File: src/rcc_pkg.sv
// Purpose: Shared constants and types of the reset and clock control unit and its host
// Assumes: 20 MHz system clock; slow oscillator modelled as an enable tick
// Notes: Cycle counts are derived from the printed times
package rcc_pkg;
	localparam int CLK_HZ = 20_000_000;
	localparam int CLK_KHZ = CLK_HZ / 1000;
	localparam int SLOW_HZ = 32768;
	localparam int T_LINE_LOW_MS = 70;
	localparam int T_LINE_EXIT_US = 900;
	localparam int T_SOFT_EXIT_US = 650;
	localparam int T_SELFTEST_US = 1250;
	localparam int T_GRANT_US = 30900;
	// Least times round up, longest times round down
	localparam int SLOW_DIV = CLK_HZ / SLOW_HZ;
	localparam int LINE_LOW_TICKS = (T_LINE_LOW_MS * SLOW_HZ + 999) / 1000;
	localparam int LINE_EXIT_CYC = (T_LINE_EXIT_US * CLK_KHZ + 999) / 1000;
	localparam int SOFT_EXIT_CYC = (T_SOFT_EXIT_US * CLK_KHZ) / 1000;
	localparam int SELFTEST_CYC = (T_SELFTEST_US * CLK_KHZ + 999) / 1000;
	localparam int GRANT_CYC = (T_GRANT_US * CLK_KHZ + 999) / 1000;
	localparam int HOST_HOLD_CYC = T_LINE_LOW_MS * CLK_KHZ;
	localparam int CNT_W = 20;
	localparam int SDIV_W = 10;
	localparam int LOW_W = 12;
	localparam int HOLD_W = 21;
	typedef logic [CNT_W-1:0] rcc_cnt_t;
	// Device registers
	localparam logic [15:0] REG_STATUS = 16'h00CA;
	localparam logic [15:0] REG_CTRL = 16'h0180;
	localparam logic [15:0] REG_SOFT = 16'h01BF;
	localparam logic [31:0] SOFT_KEY = 32'h4572BEAF;
	localparam int CAUSE_LSB = 3;
	localparam logic [2:0] CAUSE_LINE = 3'h3;
	localparam logic [2:0] CAUSE_SOFT = 3'h4;
	localparam logic [2:0] CAUSE_RST = 3'h3;
	localparam int ST_GRANT_BIT = 0;
	localparam int ST_FAIL_BIT = 1;
	localparam int ST_TEST_BIT = 2;
	localparam int SAMP_LSB = 20;
	localparam int MCLK_BIT = 19;
	localparam int TRIM_LSB = 7;
	localparam int BOOST_BIT = 6;
	localparam int FOSC_OFF_BIT = 0;
	localparam logic [31:0] CTRL_RST = 32'h0000_0000;
	localparam logic [31:0] CTRL_WMASK = 32'h0038_0FC1;
	// Host APB registers
	localparam logic [7:0] HREG_CMD = 8'h00;
	localparam logic [7:0] HREG_ADDR = 8'h04;
	localparam logic [7:0] HREG_WDATA = 8'h08;
	localparam logic [7:0] HREG_RDATA = 8'h0C;
	localparam logic [7:0] HREG_STAT = 8'h10;
	localparam int CMD_LINE_BIT = 0;
	localparam int CMD_WR_BIT = 1;
	localparam int CMD_RD_BIT = 2;
	typedef enum logic [2:0] {DS_RUN, DS_HOLD, DS_EXIT, DS_TEST, DS_WAIT} rcc_dev_state_e;
	typedef enum logic [1:0] {HS_IDLE, HS_LOW, HS_ACC} rcc_host_state_e;
endpackage

File: src/rcc_link_if.sv
// Purpose: Link between host controller and reset and clock control unit
// Assumes: Register requests stand in for decoded serial frames
// Notes: Requests are held until the one-cycle acknowledge
`timescale 1ns/1ns
interface rcc_link_if;
	logic rx;
	logic req_wr;
	logic req_rd;
	logic [15:0] req_addr;
	logic [31:0] req_wdata;
	logic rsp_ack;
	logic [31:0] rsp_rdata;
	modport host (output rx, output req_wr, output req_rd, output req_addr, output req_wdata,
		input rsp_ack, input rsp_rdata);
	modport dev (input rx, input req_wr, input req_rd, input req_addr, input req_wdata,
		output rsp_ack, output rsp_rdata);
endinterface

File: src/rcc_device.sv
// Purpose: Reset sequencing, reset cause, memory gating and clock configuration
// Assumes: rx arrives asynchronously; memory self-test result comes from the memory
// Notes: Serial interface is held idle and reset while the unit is in reset
// Functional notes
// - Long receive-line low forces reset
// - Leave reset 900us after line release
// - Line-hold reset loads cause 011
// - Keyed soft-reset write resets, back within 650us
// - Soft reset loads cause 100; reserved never
// - Memory access blocked during reset
// - Self-test on exit; memory only if passing
// - Line reset grants memory 30.9ms later
// - Serial interface idle in reset, runs after
// - Host performs line-hold reset after power-on; rcc_host does it only on an APB command
// - Fast oscillator re-enabled by any reset
// - Slow oscillator always runs
// - Sampler rate select chooses four rates
// - Software keeps sampler at quarter/eighth rate
// - Metering clock select: fast or quarter
// - Oscillator trim steps two percent
// - Sixty-hertz boost multiplies by 1.2
// - Resets also reset serial interface
//
// The implementer's own choice: the APB interface to the registers.
`timescale 1ns/1ns
module rcc_device import rcc_pkg::*; #(
	parameter int LOW_TICKS = LINE_LOW_TICKS,
	parameter int SLOW_DIV_CYC = SLOW_DIV,
	parameter int LINE_EXIT = LINE_EXIT_CYC,
	parameter int SOFT_EXIT = SOFT_EXIT_CYC,
	parameter int TEST_CYC = SELFTEST_CYC,
	parameter int GRANT = GRANT_CYC
) (
	input wire logic clk_sys_i, // System clock
	input wire logic reset_n_i, // Power-on reset, active low
	rcc_link_if.dev link, // Host link
	input wire logic selftest_err_i, // Memory self-test error seen
	output logic in_reset_o, // Unit in reset state
	output logic uart_hold_o, // Serial interface held idle and reset
	output logic mem_access_ok_o, // Memory may be accessed
	output logic selftest_run_o, // Memory self-test running
	output logic fast_osc_en_o, // Fast oscillator enable
	output logic slow_osc_en_o, // Slow oscillator enable
	output logic [1:0] sampler_rate_select_o, // Sampler rate code
	output logic [5:0] sampler_div_o, // Fast clock divide for sampler clock
	output logic metering_clock_select_o, // Metering clock code
	output logic [2:0] metering_div_o, // Fast clock divide for metering clock
	output logic [4:0] osc_trim_o, // Oscillator trim code
	output logic signed [6:0] osc_trim_pct_o, // Trim in percent
	output logic osc_boost_sixty_hz_o // Frequency times 1.2
);
	localparam rcc_cnt_t L_EXIT_END = rcc_cnt_t'(LINE_EXIT - 1);
	localparam rcc_cnt_t S_EXIT_END = rcc_cnt_t'(SOFT_EXIT - 1);
	localparam rcc_cnt_t L_TEST_END = rcc_cnt_t'(LINE_EXIT + TEST_CYC - 1);
	localparam rcc_cnt_t S_TEST_END = rcc_cnt_t'(SOFT_EXIT + TEST_CYC - 1);
	localparam rcc_cnt_t GRANT_END = rcc_cnt_t'(GRANT - 1);
	localparam logic [SDIV_W-1:0] DIV_END = SDIV_W'(SLOW_DIV_CYC - 1);
	localparam logic [LOW_W-1:0] LOW_END = LOW_W'(LOW_TICKS);

	function automatic logic signed [6:0] trim_pct(input logic [4:0] c);
		logic signed [6:0] r;
		r = 7'sh00;
		if (!c[4]) begin
			r = -$signed({1'b0, c, 1'b0});
		end else begin
			r = $signed({1'b0, 5'(~c + 5'h01), 1'b0});
		end
		return r;
	endfunction

	rcc_dev_state_e state_reg;
	rcc_cnt_t cnt_reg;
	logic [2:0] cause_reg;
	logic grant_reg;
	logic fail_reg;
	logic [31:0] ctrl_reg;
	logic [SDIV_W-1:0] div_reg;
	logic slow_tick;
	logic rx_s1, rx_s2, rx_s3, rx_lvl_reg;
	logic [LOW_W-1:0] low_reg;
	logic line_trip;
	logic ack_reg;
	logic [31:0] rdata_reg;
	logic acc;
	logic key_hit;
	logic enter_reset;
	logic soft_cause;
	logic in_reset;
	rcc_cnt_t exit_end;
	rcc_cnt_t test_end;
	logic [31:0] status_word;

	// Slow oscillator tick; only the power-on reset stops it
	always_ff @(posedge clk_sys_i or negedge reset_n_i) begin
		if (!reset_n_i) begin
			div_reg <= '0;
		end else if (div_reg == DIV_END) begin
			div_reg <= '0;
		end else begin
			div_reg <= div_reg + 1'b1;
		end
	end
	assign slow_tick = (div_reg == DIV_END);
	assign slow_osc_en_o = 1'b1;

	// Receive line synchroniser, change taken when stages two and three agree
	always_ff @(posedge clk_sys_i or negedge reset_n_i) begin
		if (!reset_n_i) begin
			rx_s1 <= 1'b1;
			rx_s2 <= 1'b1;
			rx_s3 <= 1'b1;
			rx_lvl_reg <= 1'b1;
		end else begin
			rx_s1 <= link.rx;
			rx_s2 <= rx_s1;
			rx_s3 <= rx_s2;
			if (rx_s2 == rx_s3) begin
				rx_lvl_reg <= rx_s3;
			end
		end
	end

	// Low-time measurement in slow ticks; a short pulse restarts it
	always_ff @(posedge clk_sys_i or negedge reset_n_i) begin
		if (!reset_n_i) begin
			low_reg <= '0;
		end else if (rx_lvl_reg) begin
			low_reg <= '0;
		end else if (slow_tick && low_reg != LOW_END) begin
			low_reg <= low_reg + 1'b1;
		end
	end
	assign line_trip = (low_reg == LOW_END);

	assign in_reset = (state_reg == DS_HOLD) || (state_reg == DS_EXIT);
	assign acc = (link.req_wr || link.req_rd) && !ack_reg && !in_reset;
	assign key_hit = acc && link.req_wr && link.req_addr == REG_SOFT && link.req_wdata == SOFT_KEY;
	assign enter_reset = (line_trip && state_reg != DS_HOLD) || key_hit;
	assign soft_cause = (cause_reg == CAUSE_SOFT);
	assign exit_end = soft_cause ? S_EXIT_END : L_EXIT_END;
	assign test_end = soft_cause ? S_TEST_END : L_TEST_END;

	// Reset sequence, cause and memory grant
	always_ff @(posedge clk_sys_i or negedge reset_n_i) begin
		if (!reset_n_i) begin
			state_reg <= DS_RUN;
			cnt_reg <= '0;
			cause_reg <= CAUSE_RST;
			grant_reg <= 1'b0;
			fail_reg <= 1'b0;
		end else if (line_trip && state_reg != DS_HOLD) begin
			state_reg <= DS_HOLD;
			cnt_reg <= '0;
			cause_reg <= CAUSE_LINE;
			grant_reg <= 1'b0;
			fail_reg <= 1'b0;
		end else if (key_hit) begin
			state_reg <= DS_EXIT;
			cnt_reg <= '0;
			cause_reg <= CAUSE_SOFT;
			grant_reg <= 1'b0;
			fail_reg <= 1'b0;
		end else begin
			unique case (state_reg)
				DS_RUN: begin
					cnt_reg <= '0;
				end
				DS_HOLD: begin
					cnt_reg <= '0;
					if (rx_lvl_reg) begin
						state_reg <= DS_EXIT;
					end
				end
				DS_EXIT: begin
					cnt_reg <= cnt_reg + 1'b1;
					if (cnt_reg == exit_end) begin
						state_reg <= DS_TEST;
					end
				end
				DS_TEST: begin
					cnt_reg <= cnt_reg + 1'b1;
					if (cnt_reg == test_end) begin
						if (selftest_err_i) begin
							state_reg <= DS_RUN;
							fail_reg <= 1'b1;
						end else if (!soft_cause && cnt_reg < GRANT_END) begin
							state_reg <= DS_WAIT;
						end else begin
							state_reg <= DS_RUN;
							grant_reg <= 1'b1;
						end
					end
				end
				DS_WAIT: begin
					cnt_reg <= cnt_reg + 1'b1;
					if (cnt_reg == GRANT_END) begin
						state_reg <= DS_RUN;
						grant_reg <= 1'b1;
					end
				end
			endcase
		end
	end

	// Control register; any reset event returns it to defaults
	always_ff @(posedge clk_sys_i or negedge reset_n_i) begin
		if (!reset_n_i) begin
			ctrl_reg <= CTRL_RST;
		end else if (enter_reset) begin
			ctrl_reg <= CTRL_RST;
		end else if (acc && link.req_wr && link.req_addr == REG_CTRL) begin
			ctrl_reg <= (ctrl_reg & ~CTRL_WMASK) | (link.req_wdata & CTRL_WMASK);
		end
	end

	always_comb begin
		status_word = 32'h0000_0000;
		status_word[CAUSE_LSB +: 3] = cause_reg;
		status_word[ST_GRANT_BIT] = grant_reg;
		status_word[ST_FAIL_BIT] = fail_reg;
		status_word[ST_TEST_BIT] = (state_reg == DS_TEST);
	end

	// Register answers; no answer while in reset
	always_ff @(posedge clk_sys_i or negedge reset_n_i) begin
		if (!reset_n_i) begin
			ack_reg <= 1'b0;
			rdata_reg <= 32'h0000_0000;
		end else begin
			ack_reg <= acc;
			if (acc && link.req_rd) begin
				if (link.req_addr == REG_STATUS) begin
					rdata_reg <= status_word;
				end else if (link.req_addr == REG_CTRL) begin
					rdata_reg <= ctrl_reg;
				end else begin
					rdata_reg <= 32'h0000_0000;
				end
			end
		end
	end
	assign link.rsp_ack = ack_reg;
	assign link.rsp_rdata = rdata_reg;

	// Clock configuration decode
	always_ff @(posedge clk_sys_i or negedge reset_n_i) begin
		if (!reset_n_i) begin
			sampler_div_o <= 6'h04;
			metering_div_o <= 3'h1;
			osc_trim_pct_o <= 7'sh00;
		end else begin
			sampler_div_o <= 6'h04 << ctrl_reg[SAMP_LSB +: 2];
			metering_div_o <= ctrl_reg[MCLK_BIT] ? 3'h4 : 3'h1;
			osc_trim_pct_o <= trim_pct(ctrl_reg[TRIM_LSB +: 5]);
		end
	end
	assign sampler_rate_select_o = ctrl_reg[SAMP_LSB +: 2];
	assign metering_clock_select_o = ctrl_reg[MCLK_BIT];
	assign osc_trim_o = ctrl_reg[TRIM_LSB +: 5];
	assign osc_boost_sixty_hz_o = ctrl_reg[BOOST_BIT];
	assign fast_osc_en_o = !ctrl_reg[FOSC_OFF_BIT];
	assign in_reset_o = in_reset;
	assign uart_hold_o = in_reset;
	assign mem_access_ok_o = grant_reg;
	assign selftest_run_o = (state_reg == DS_TEST);
endmodule

File: src/flat_wrapper.sv
// flat-port wrapper written by rule: the top's interface ports become plain ports
module rcc_device_flat import rcc_pkg::*;
#(
	parameter int LOW_TICKS = LINE_LOW_TICKS,
	parameter int SLOW_DIV_CYC = SLOW_DIV,
	parameter int LINE_EXIT = LINE_EXIT_CYC,
	parameter int SOFT_EXIT = SOFT_EXIT_CYC,
	parameter int TEST_CYC = SELFTEST_CYC,
	parameter int GRANT = GRANT_CYC
)
  (clk_sys_i, reset_n_i, selftest_err_i, in_reset_o, uart_hold_o, mem_access_ok_o, selftest_run_o, fast_osc_en_o, slow_osc_en_o, sampler_rate_select_o, sampler_div_o, metering_clock_select_o, metering_div_o, osc_trim_o, osc_trim_pct_o, osc_boost_sixty_hz_o, link_rx, link_req_wr, link_req_rd, link_req_addr, link_req_wdata, link_rsp_ack, link_rsp_rdata);
  rcc_link_if link_i ();
  input wire logic clk_sys_i;
  input wire logic reset_n_i;
  input wire logic selftest_err_i;
  output logic in_reset_o;
  output logic uart_hold_o;
  output logic mem_access_ok_o;
  output logic selftest_run_o;
  output logic fast_osc_en_o;
  output logic slow_osc_en_o;
  output logic [1:0] sampler_rate_select_o;
  output logic [5:0] sampler_div_o;
  output logic metering_clock_select_o;
  output logic [2:0] metering_div_o;
  output logic [4:0] osc_trim_o;
  output logic signed [6:0] osc_trim_pct_o;
  output logic osc_boost_sixty_hz_o;
  input wire logic [$bits(link_i.rx)-1:0] link_rx;
  input wire logic [$bits(link_i.req_wr)-1:0] link_req_wr;
  input wire logic [$bits(link_i.req_rd)-1:0] link_req_rd;
  input wire logic [$bits(link_i.req_addr)-1:0] link_req_addr;
  input wire logic [$bits(link_i.req_wdata)-1:0] link_req_wdata;
  output wire logic [$bits(link_i.rsp_ack)-1:0] link_rsp_ack;
  output wire logic [$bits(link_i.rsp_rdata)-1:0] link_rsp_rdata;
  assign link_i.rx = link_rx;
  assign link_i.req_wr = link_req_wr;
  assign link_i.req_rd = link_req_rd;
  assign link_i.req_addr = link_req_addr;
  assign link_i.req_wdata = link_req_wdata;
  assign link_rsp_ack = link_i.rsp_ack;
  assign link_rsp_rdata = link_i.rsp_rdata;
  rcc_device #(.LOW_TICKS(LOW_TICKS), .SLOW_DIV_CYC(SLOW_DIV_CYC), .LINE_EXIT(LINE_EXIT), .SOFT_EXIT(SOFT_EXIT), .TEST_CYC(TEST_CYC), .GRANT(GRANT)) u_core (.clk_sys_i(clk_sys_i), .reset_n_i(reset_n_i), .link(link_i), .selftest_err_i(selftest_err_i), .in_reset_o(in_reset_o), .uart_hold_o(uart_hold_o), .mem_access_ok_o(mem_access_ok_o), .selftest_run_o(selftest_run_o), .fast_osc_en_o(fast_osc_en_o), .slow_osc_en_o(slow_osc_en_o), .sampler_rate_select_o(sampler_rate_select_o), .sampler_div_o(sampler_div_o), .metering_clock_select_o(metering_clock_select_o), .metering_div_o(metering_div_o), .osc_trim_o(osc_trim_o), .osc_trim_pct_o(osc_trim_pct_o), .osc_boost_sixty_hz_o(osc_boost_sixty_hz_o));
endmodule
File: config.mk
export PLATFORM = sky130hd
export DESIGN_NAME = rcc_device_flat
export DESIGN_NICKNAME = d
export VERILOG_FILES = /design/src/rcc_pkg.sv /design/src/rcc_link_if.sv /design/src/rcc_device.sv /design/src/flat_wrapper.sv
export SDC_FILE = /design/constraint.sdc
export NUM_CORES = 1
export LEC_CHECK = 0
export ABC_AREA = 1
export BUFFER_PORTS_ARGS = -buffer_cell sky130_fd_sc_hd__buf_2
export CAP_MARGIN = 20
export CORE_UTILIZATION = 49
export CTS_CLUSTER_DIAMETER = 30
export DETAILED_ROUTE_END_ITERATION = 10
export PLACE_DENSITY = 0.85
export SETUP_SLACK_MARGIN = 0.4
export SLEW_MARGIN = 0
export SYNTH_ARGS = -nofsm -noshare
export SYNTH_HDL_FRONTEND = slang
export SYNTH_SLANG_ARGS = --single-unit
File: constraint.sdc
create_clock -name clk_sys_i -period 1.8 [get_ports clk_sys_i]
set_input_delay 0 -clock clk_sys_i [delete_from_list [all_inputs] [get_ports clk_sys_i]]
set_output_delay 0 -clock clk_sys_i [all_outputs]
set_load 0.02 [all_outputs]
Word level (Yosys, flattened, before mapping)
Cells that the tools add are included.
{"block": "totals", "in_bits": 54, "out_inout_bits": 64, "register_bits": 135, "word_cells": 117}
{"block": "op_classes", "bitwise": 2, "addsub": 5, "n_eq_ne": 23, "n_lt_le_gt_ge": 1, "n_reduce_logical": 31, "shifts": 1, "n_mux": 37}
{"op": "32-bit two-way mux", "n": 4}
{"op": "20-bit == test", "n": 2}
{"op": "20-bit two-way mux", "n": 2}
{"op": "20-bit one-hot mux with 2 select lines", "n": 1}
{"op": "3-bit two-way mux", "n": 11}
{"op": "16-bit by 9-bit == test with 1-bit output (second input constant)", "n": 2}
{"op": "32-bit by 31-bit == test with 1-bit output (second input constant)", "n": 1}
{"op": "32-bit by 22-bit OR with 32-bit output", "n": 1}
{"op": "12-bit two-way mux", "n": 2}
{"op": "20-bit by 1-bit adder with 20-bit output (second input constant)", "n": 1}
{"op": "20-bit == test (second input constant)", "n": 1}
{"op": "20-bit < comparator (second input constant)", "n": 1}
{"op": "16-bit by 8-bit == test with 1-bit output (second input constant)", "n": 1}
{"op": "15-bit two-way mux", "n": 1}
{"op": "14-bit two-way mux", "n": 1}
{"op": "12-bit by 1-bit adder with 12-bit output (second input constant)", "n": 1}
{"op": "12-bit == test (second input constant)", "n": 1}
{"op": "12-bit inequality test (second input constant)", "n": 1}
{"op": "4-bit by 2-bit inequality test with 1-bit output (second input constant)", "n": 3}
{"op": "3-bit one-hot mux with 4 select lines", "n": 1}
{"op": "1-bit two-way mux", "n": 11}
{"op": "10-bit by 1-bit adder with 10-bit output (second input constant)", "n": 1}
{"op": "10-bit == test (second input constant)", "n": 1}
{"op": "1-bit logical AND", "n": 10}
{"op": "other kinds (25)", "n": 38}

Depth between registers and ports, before layout
{"block": "logic_depth", "ltp_word": 9, "mapped_depth": 13, "mapped_depth_nobuf": 13}

Least setup slack after synthesis
No wires, ideal clock.
{"block": "synth_path", "kind": "register to register", "start": "register u_core.low_reg[0]", "end": "register u_core.cnt_reg[12]", "required_ps": 1678, "period_less_slack_ps": 1676, "path_slack_ps": 124, "arrival_time_ps": 1553, "stages_incl_launch_ff": 11, "setup_time_ps": 122, "n_path_buf": 1, "path_cell_list": "dfrtp_1 > inv_1 > ha_1 > nand4_1 > nor3_2 > nand2_1 > nor2_1 > nor2_4 > nand2_4 > buf_6 > nor2_2"}
{"block": "synth_via", "elab_chain_len": 3}
{"element": "start: declaration", "line_no": "rcc_device.sv:80", "rtl": "logic [LOW_W-1:0] low_reg;"}
{"element": "start signal: assignment", "line_no": "rcc_device.sv:130", "rtl": "low_reg <= low_reg + 1'b1;"}
{"element": "12-bit == test", "line_no": "rcc_device.sv:133", "rtl": "assign line_trip = (low_reg == LOW_END);"}
{"element": "1-bit logical AND", "line_no": "rcc_device.sv:151", "rtl": "end else if (line_trip && state_reg != DS_HOLD) begin"}
{"element": "20-bit two-way mux", "line_no": "rcc_device.sv:151"}
{"element": "end signal: assignment", "line_no": "rcc_device.sv:175", "rtl": "cnt_reg <= cnt_reg + 1'b1;"}
{"element": "end signal: assignment", "line_no": "rcc_device.sv:181", "rtl": "cnt_reg <= cnt_reg + 1'b1;"}
{"element": "end signal: assignment", "line_no": "rcc_device.sv:195", "rtl": "cnt_reg <= cnt_reg + 1'b1;"}
{"element": "end: declaration", "line_no": "rcc_device.sv:72", "rtl": "rcc_cnt_t cnt_reg;"}
No other way between the ends.
A chain may end at the register's enable or synchronous reset.

Worst setup path after layout
{"block": "layout_path", "start": "register u_core.state_reg[0]", "end": "register u_core.grant_reg, in the netlist u_core.mem_access_ok_o"}
{"block": "layout_via", "elab_chain_len": 9, "word_cells_on_any_way": 21, "cone_classes": "eq/ne: 9; mux: 3; reduce/logical: 9"}
{"element": "start: declaration", "line_no": "rcc_device.sv:71", "rtl": "rcc_dev_state_e state_reg;"}
{"element": "start signal: assignment", "line_no": "rcc_device.sv:146", "rtl": "state_reg <= DS_RUN;"}
{"element": "start signal: assignment", "line_no": "rcc_device.sv:152", "rtl": "state_reg <= DS_HOLD;"}
{"element": "start signal: assignment", "line_no": "rcc_device.sv:158", "rtl": "state_reg <= DS_EXIT;"}
{"element": "3-bit by 1-bit == test with 1-bit output or 3-bit by 2-bit == test with 1-bit output (tied branches)", "line_no": "rcc_device.sv:135", "rtl": "assign in_reset = (state_reg == DS_HOLD) || (state_reg == DS_EXIT);"}
{"element": "1-bit logical OR", "line_no": "rcc_device.sv:135"}
{"element": "1-bit logical NOT", "line_no": "rcc_device.sv:136", "rtl": "assign acc = (link.req_wr || link.req_rd) && !ack_reg && !in_reset;"}
{"element": "1-bit logical AND", "line_no": "rcc_device.sv:136"}
{"element": "1-bit logical AND (3 in series)", "line_no": "rcc_device.sv:137", "rtl": "assign key_hit = acc && link.req_wr && link.req_addr == REG_SOFT && link.req_wdata == SOFT_KEY;"}
{"element": "4-bit by 1-bit inequality test with 1-bit output (no source line) (tied with other cells)"}
{"element": "5-bit AND reduction (no source line) or 1-bit two-way mux (tied branches)"}
{"element": "end signal: assignment", "line_no": "rcc_device.sv:149", "rtl": "grant_reg <= 1'b0;"}
{"element": "end signal: assignment", "line_no": "rcc_device.sv:155", "rtl": "grant_reg <= 1'b0;"}
{"element": "end signal: assignment", "line_no": "rcc_device.sv:161", "rtl": "grant_reg <= 1'b0;"}
{"element": "end: declaration", "line_no": "rcc_device.sv:74", "rtl": "logic grant_reg;"}
Parallel ways exist; a longest one is shown, timed or not.

==> flow_summary.yaml <==
cts:
  clk_pin_slew_worst_paths_ns: 0.13
  clk_latency_ns: 0.41
  root_buffer: "clkbuf_8"
  h-tree-depth: 3
  cts_buffers: 9
  cts_tree: "yes"
  clockBufferDepth: 2
  cts_sinks: 91
sta:
  rsz0062_at_grt: "true"
  setup_viol: 29
  max_freq_mhz: 481
  finClkSkew_ns: 0.0313
  drv_slew: 0
  finalCritPeriodShare_pct: 116
  final.min_clock_period_ns: 2.08
  worst_slew_pin_slew_ns: 0.699
  relSlewSlack_pct: 53.3
  layout_setup_ws_ns: -0.280
  report.final.hold_viol_count: 0
placed_design:
  port_buffers: 112
  dp_slack_ns: 0.0704
  routabilityCongestion: 0.910
  dp_hpwl_mm: 9.13
synth:
  synth_edf_count: 0
  synthXorXnorAreaFrac_pct: 3.19
  synthArstFlopShare_pct: 100
  synthMuxAreaShare_pct: 0
  ys_seq_area_share_pct: 43.8
  synthSimpleGateAreaFrac_pct: 31.3
  syn_area_per_cell_um2: 7.83
  synth_top_family_by_area: "simple AND/OR/NAND/NOR gates"
  synth_warnings: 0
  synth_area_um2: 5220
  synth-seq-cells: 91
  yosys.cell_types.count: 41
  synth-compound-area-share_pct: 7.29
  syn-instance-count: 666
  synth_fa_ha_area_share_pct: 1.63
  synthFlopType: "dfrtp_1"
run:
  max_cap_viol_count: 0
routing:
  routed_wl_mm: 26.4
  firstDrtPassIters: 11
  drt-initial-drc-count: 1303
  ant_nets: 0
  avgRoutedWirePerCell_um: 26.3
  num_vias: 6682
  drc: 2
  via_per_inst: 6.64
run_status:
  violations: "design-rule violations, negative setup slack"
  status: "finished, violations left"
floorplan:
  core_um2: 10300
  die-area_um2: 11100
  initial_core_util_pct: 50.5
  dieWidth_um: 105
  die_h_um: 105
  placementRows: 37
  pin_count: 118
layout:
  fin_nets: 924
  final_common_cell: "buf_2"
  final_util_pct: 79.2
  drive_gt1_share_pct: 51.6
  final_cell_mix: "108 x buf_2, 97 x nand2_1, 75 x dfrtp_1, 64 x inv_1, 60 x nor2_1"
  syn_to_final_growth_pct: 56.8
  largest_reg_flops: 20
grt:
  grt_max_degree: 47
  grt_overflow_total: 0
  grt_pass1_vias: 5482
  gr-usage-all-layers_pct: 30.0
  grt_first_pass_wirelength_mm: 26.3
  antenna_found_initial: 1
worst_hold_path:
  hold_path.class: "primary input to async pin"
pwr:
  peakVddDrop_mv: 0.301
  p_leak_uw: 0.00390
  p_per_area_nw_per_um2: 480
setup_path:
  r2r_end: "u_core.mem_access_ok_o"
  rr_worst_depth: 10
  end_kind: "register"
  path_max_fanout: 4
  r2r_slack_ns: -0.28
  crit_arrival_ns: 2.37
  required_ns: 2.09
  r2r-start: "u_core.state_reg[0]"
  cp-start-kind: "register"
  criticalPathCategory: "register to register"
worst max-delay path by stage:
stage	to	from	cells after the start
floorplan	u_core.cnt_reg[12]	u_core.low_reg[0]	10
global placement	u_core.ctrl_reg[6]	u_core.state_reg[1]	10
detailed placement	u_core.ctrl_reg[19]	u_core.state_reg[1]	10
CTS	u_core.cnt_reg[4]	u_core.state_reg[2]	10
global route	u_core.mem_access_ok_o	u_core.state_reg[0]	10
finish	u_core.mem_access_ok_o	u_core.state_reg[0]	10
metrics by stage:
step	cell area [µm²]	hold slack [ns]	power (µW)	TNS (ns)	std cells
after floorplan	5300	-0.296	2170	0	669
after global placement	5820	-0.0901	2280	0	890
final	8180	0.0331	3930	-2.52	1006
after detailed placement	5820	-0.0888	2290	0	890
after CTS	6900	0.00334	3740	0	968
after global routing	8180	0.0691	3980	-3.29	1005
layer usage:
metal	part of all wire (%)	GRT usage, %	wire (µm)
met1	31	34.3	8180
met2	42	51.1	11200
met3	14	5.99	3700
met4	13	19.8	3320
met5	0.22	0	59
synth_stat cells (9+ instances only):
master   count  share of area [%]
nand2_1    137                9.9
nor2_1      91                6.5
inv_1       85                6.1
dfrtp_1     84                 40
nand3_1     46                4.4
buf_4       31                4.5
a21oi_1     21                2.0
nand4_1     21                2.5
nor3_1      17                1.6
o21ai_0     16                1.5
xor2_1      16                2.7
nor2_2      12                1.4
o31ai_1     10                1.4
inv_2        9               0.65
report_power, final:
part           leakage [µW]  internal, µW  switching (µW)  total (µW)
clock network      0.000101           662             906        1570
logic               0.00261           102             195         297
registers           0.00119          2050            8.91        2060
cell type report:
| class | count | area, µm² |
|---|---|---|
| well taps | 136 | 170 |
| clock buffers | 10 | 128 |
| inverters | 95 | 398 |
| repair inverters | 1 | 11.3 |
| repair buffers | 214 | 1630 |
| flip-flops and latches | 91 | 2300 |
| diodes | 1 | 2.50 |
| fillers | 462 | 2150 |
| clock inverters | 6 | 73.8 |
| multi-input cells | 452 | 3470 |
critical path, stage by stage (launching register included):
cell and delay [ns]:
dfrtp_1 0.44, buf_6 0.17, nand2_4 0.09, nor2_4 0.36, buf_6 0.16, buf_6 0.12, nand2_1 0.14, nand3_1 0.18
nor2_2 0.08, nor2_1 0.15, nor2_1 0.08
logic make-up (layout without fill, tap and decap cells):
group,after synthesis,count (layout)
flip-flops,91,91
buffers and inverters,134,326
AO/OA/AOI/OAI,60,60
adder cells (fa/ha/maj),7,7
AND/OR/NAND/NOR,353,361
XOR/XNOR,19,19
other,2,6
what timing repair did:
item | CTS | global route
setup buffers | 37 | 36
hold buffers | 16 | 0
gates resized for setup | 90 | 225
setup endpoints to repair | 67 | 75
pin swaps | 34 | 50
hold endpoints to repair | 98 | 0
cloned | 9 | 1
No activity file was read; power rests on OpenSTA's default activity.
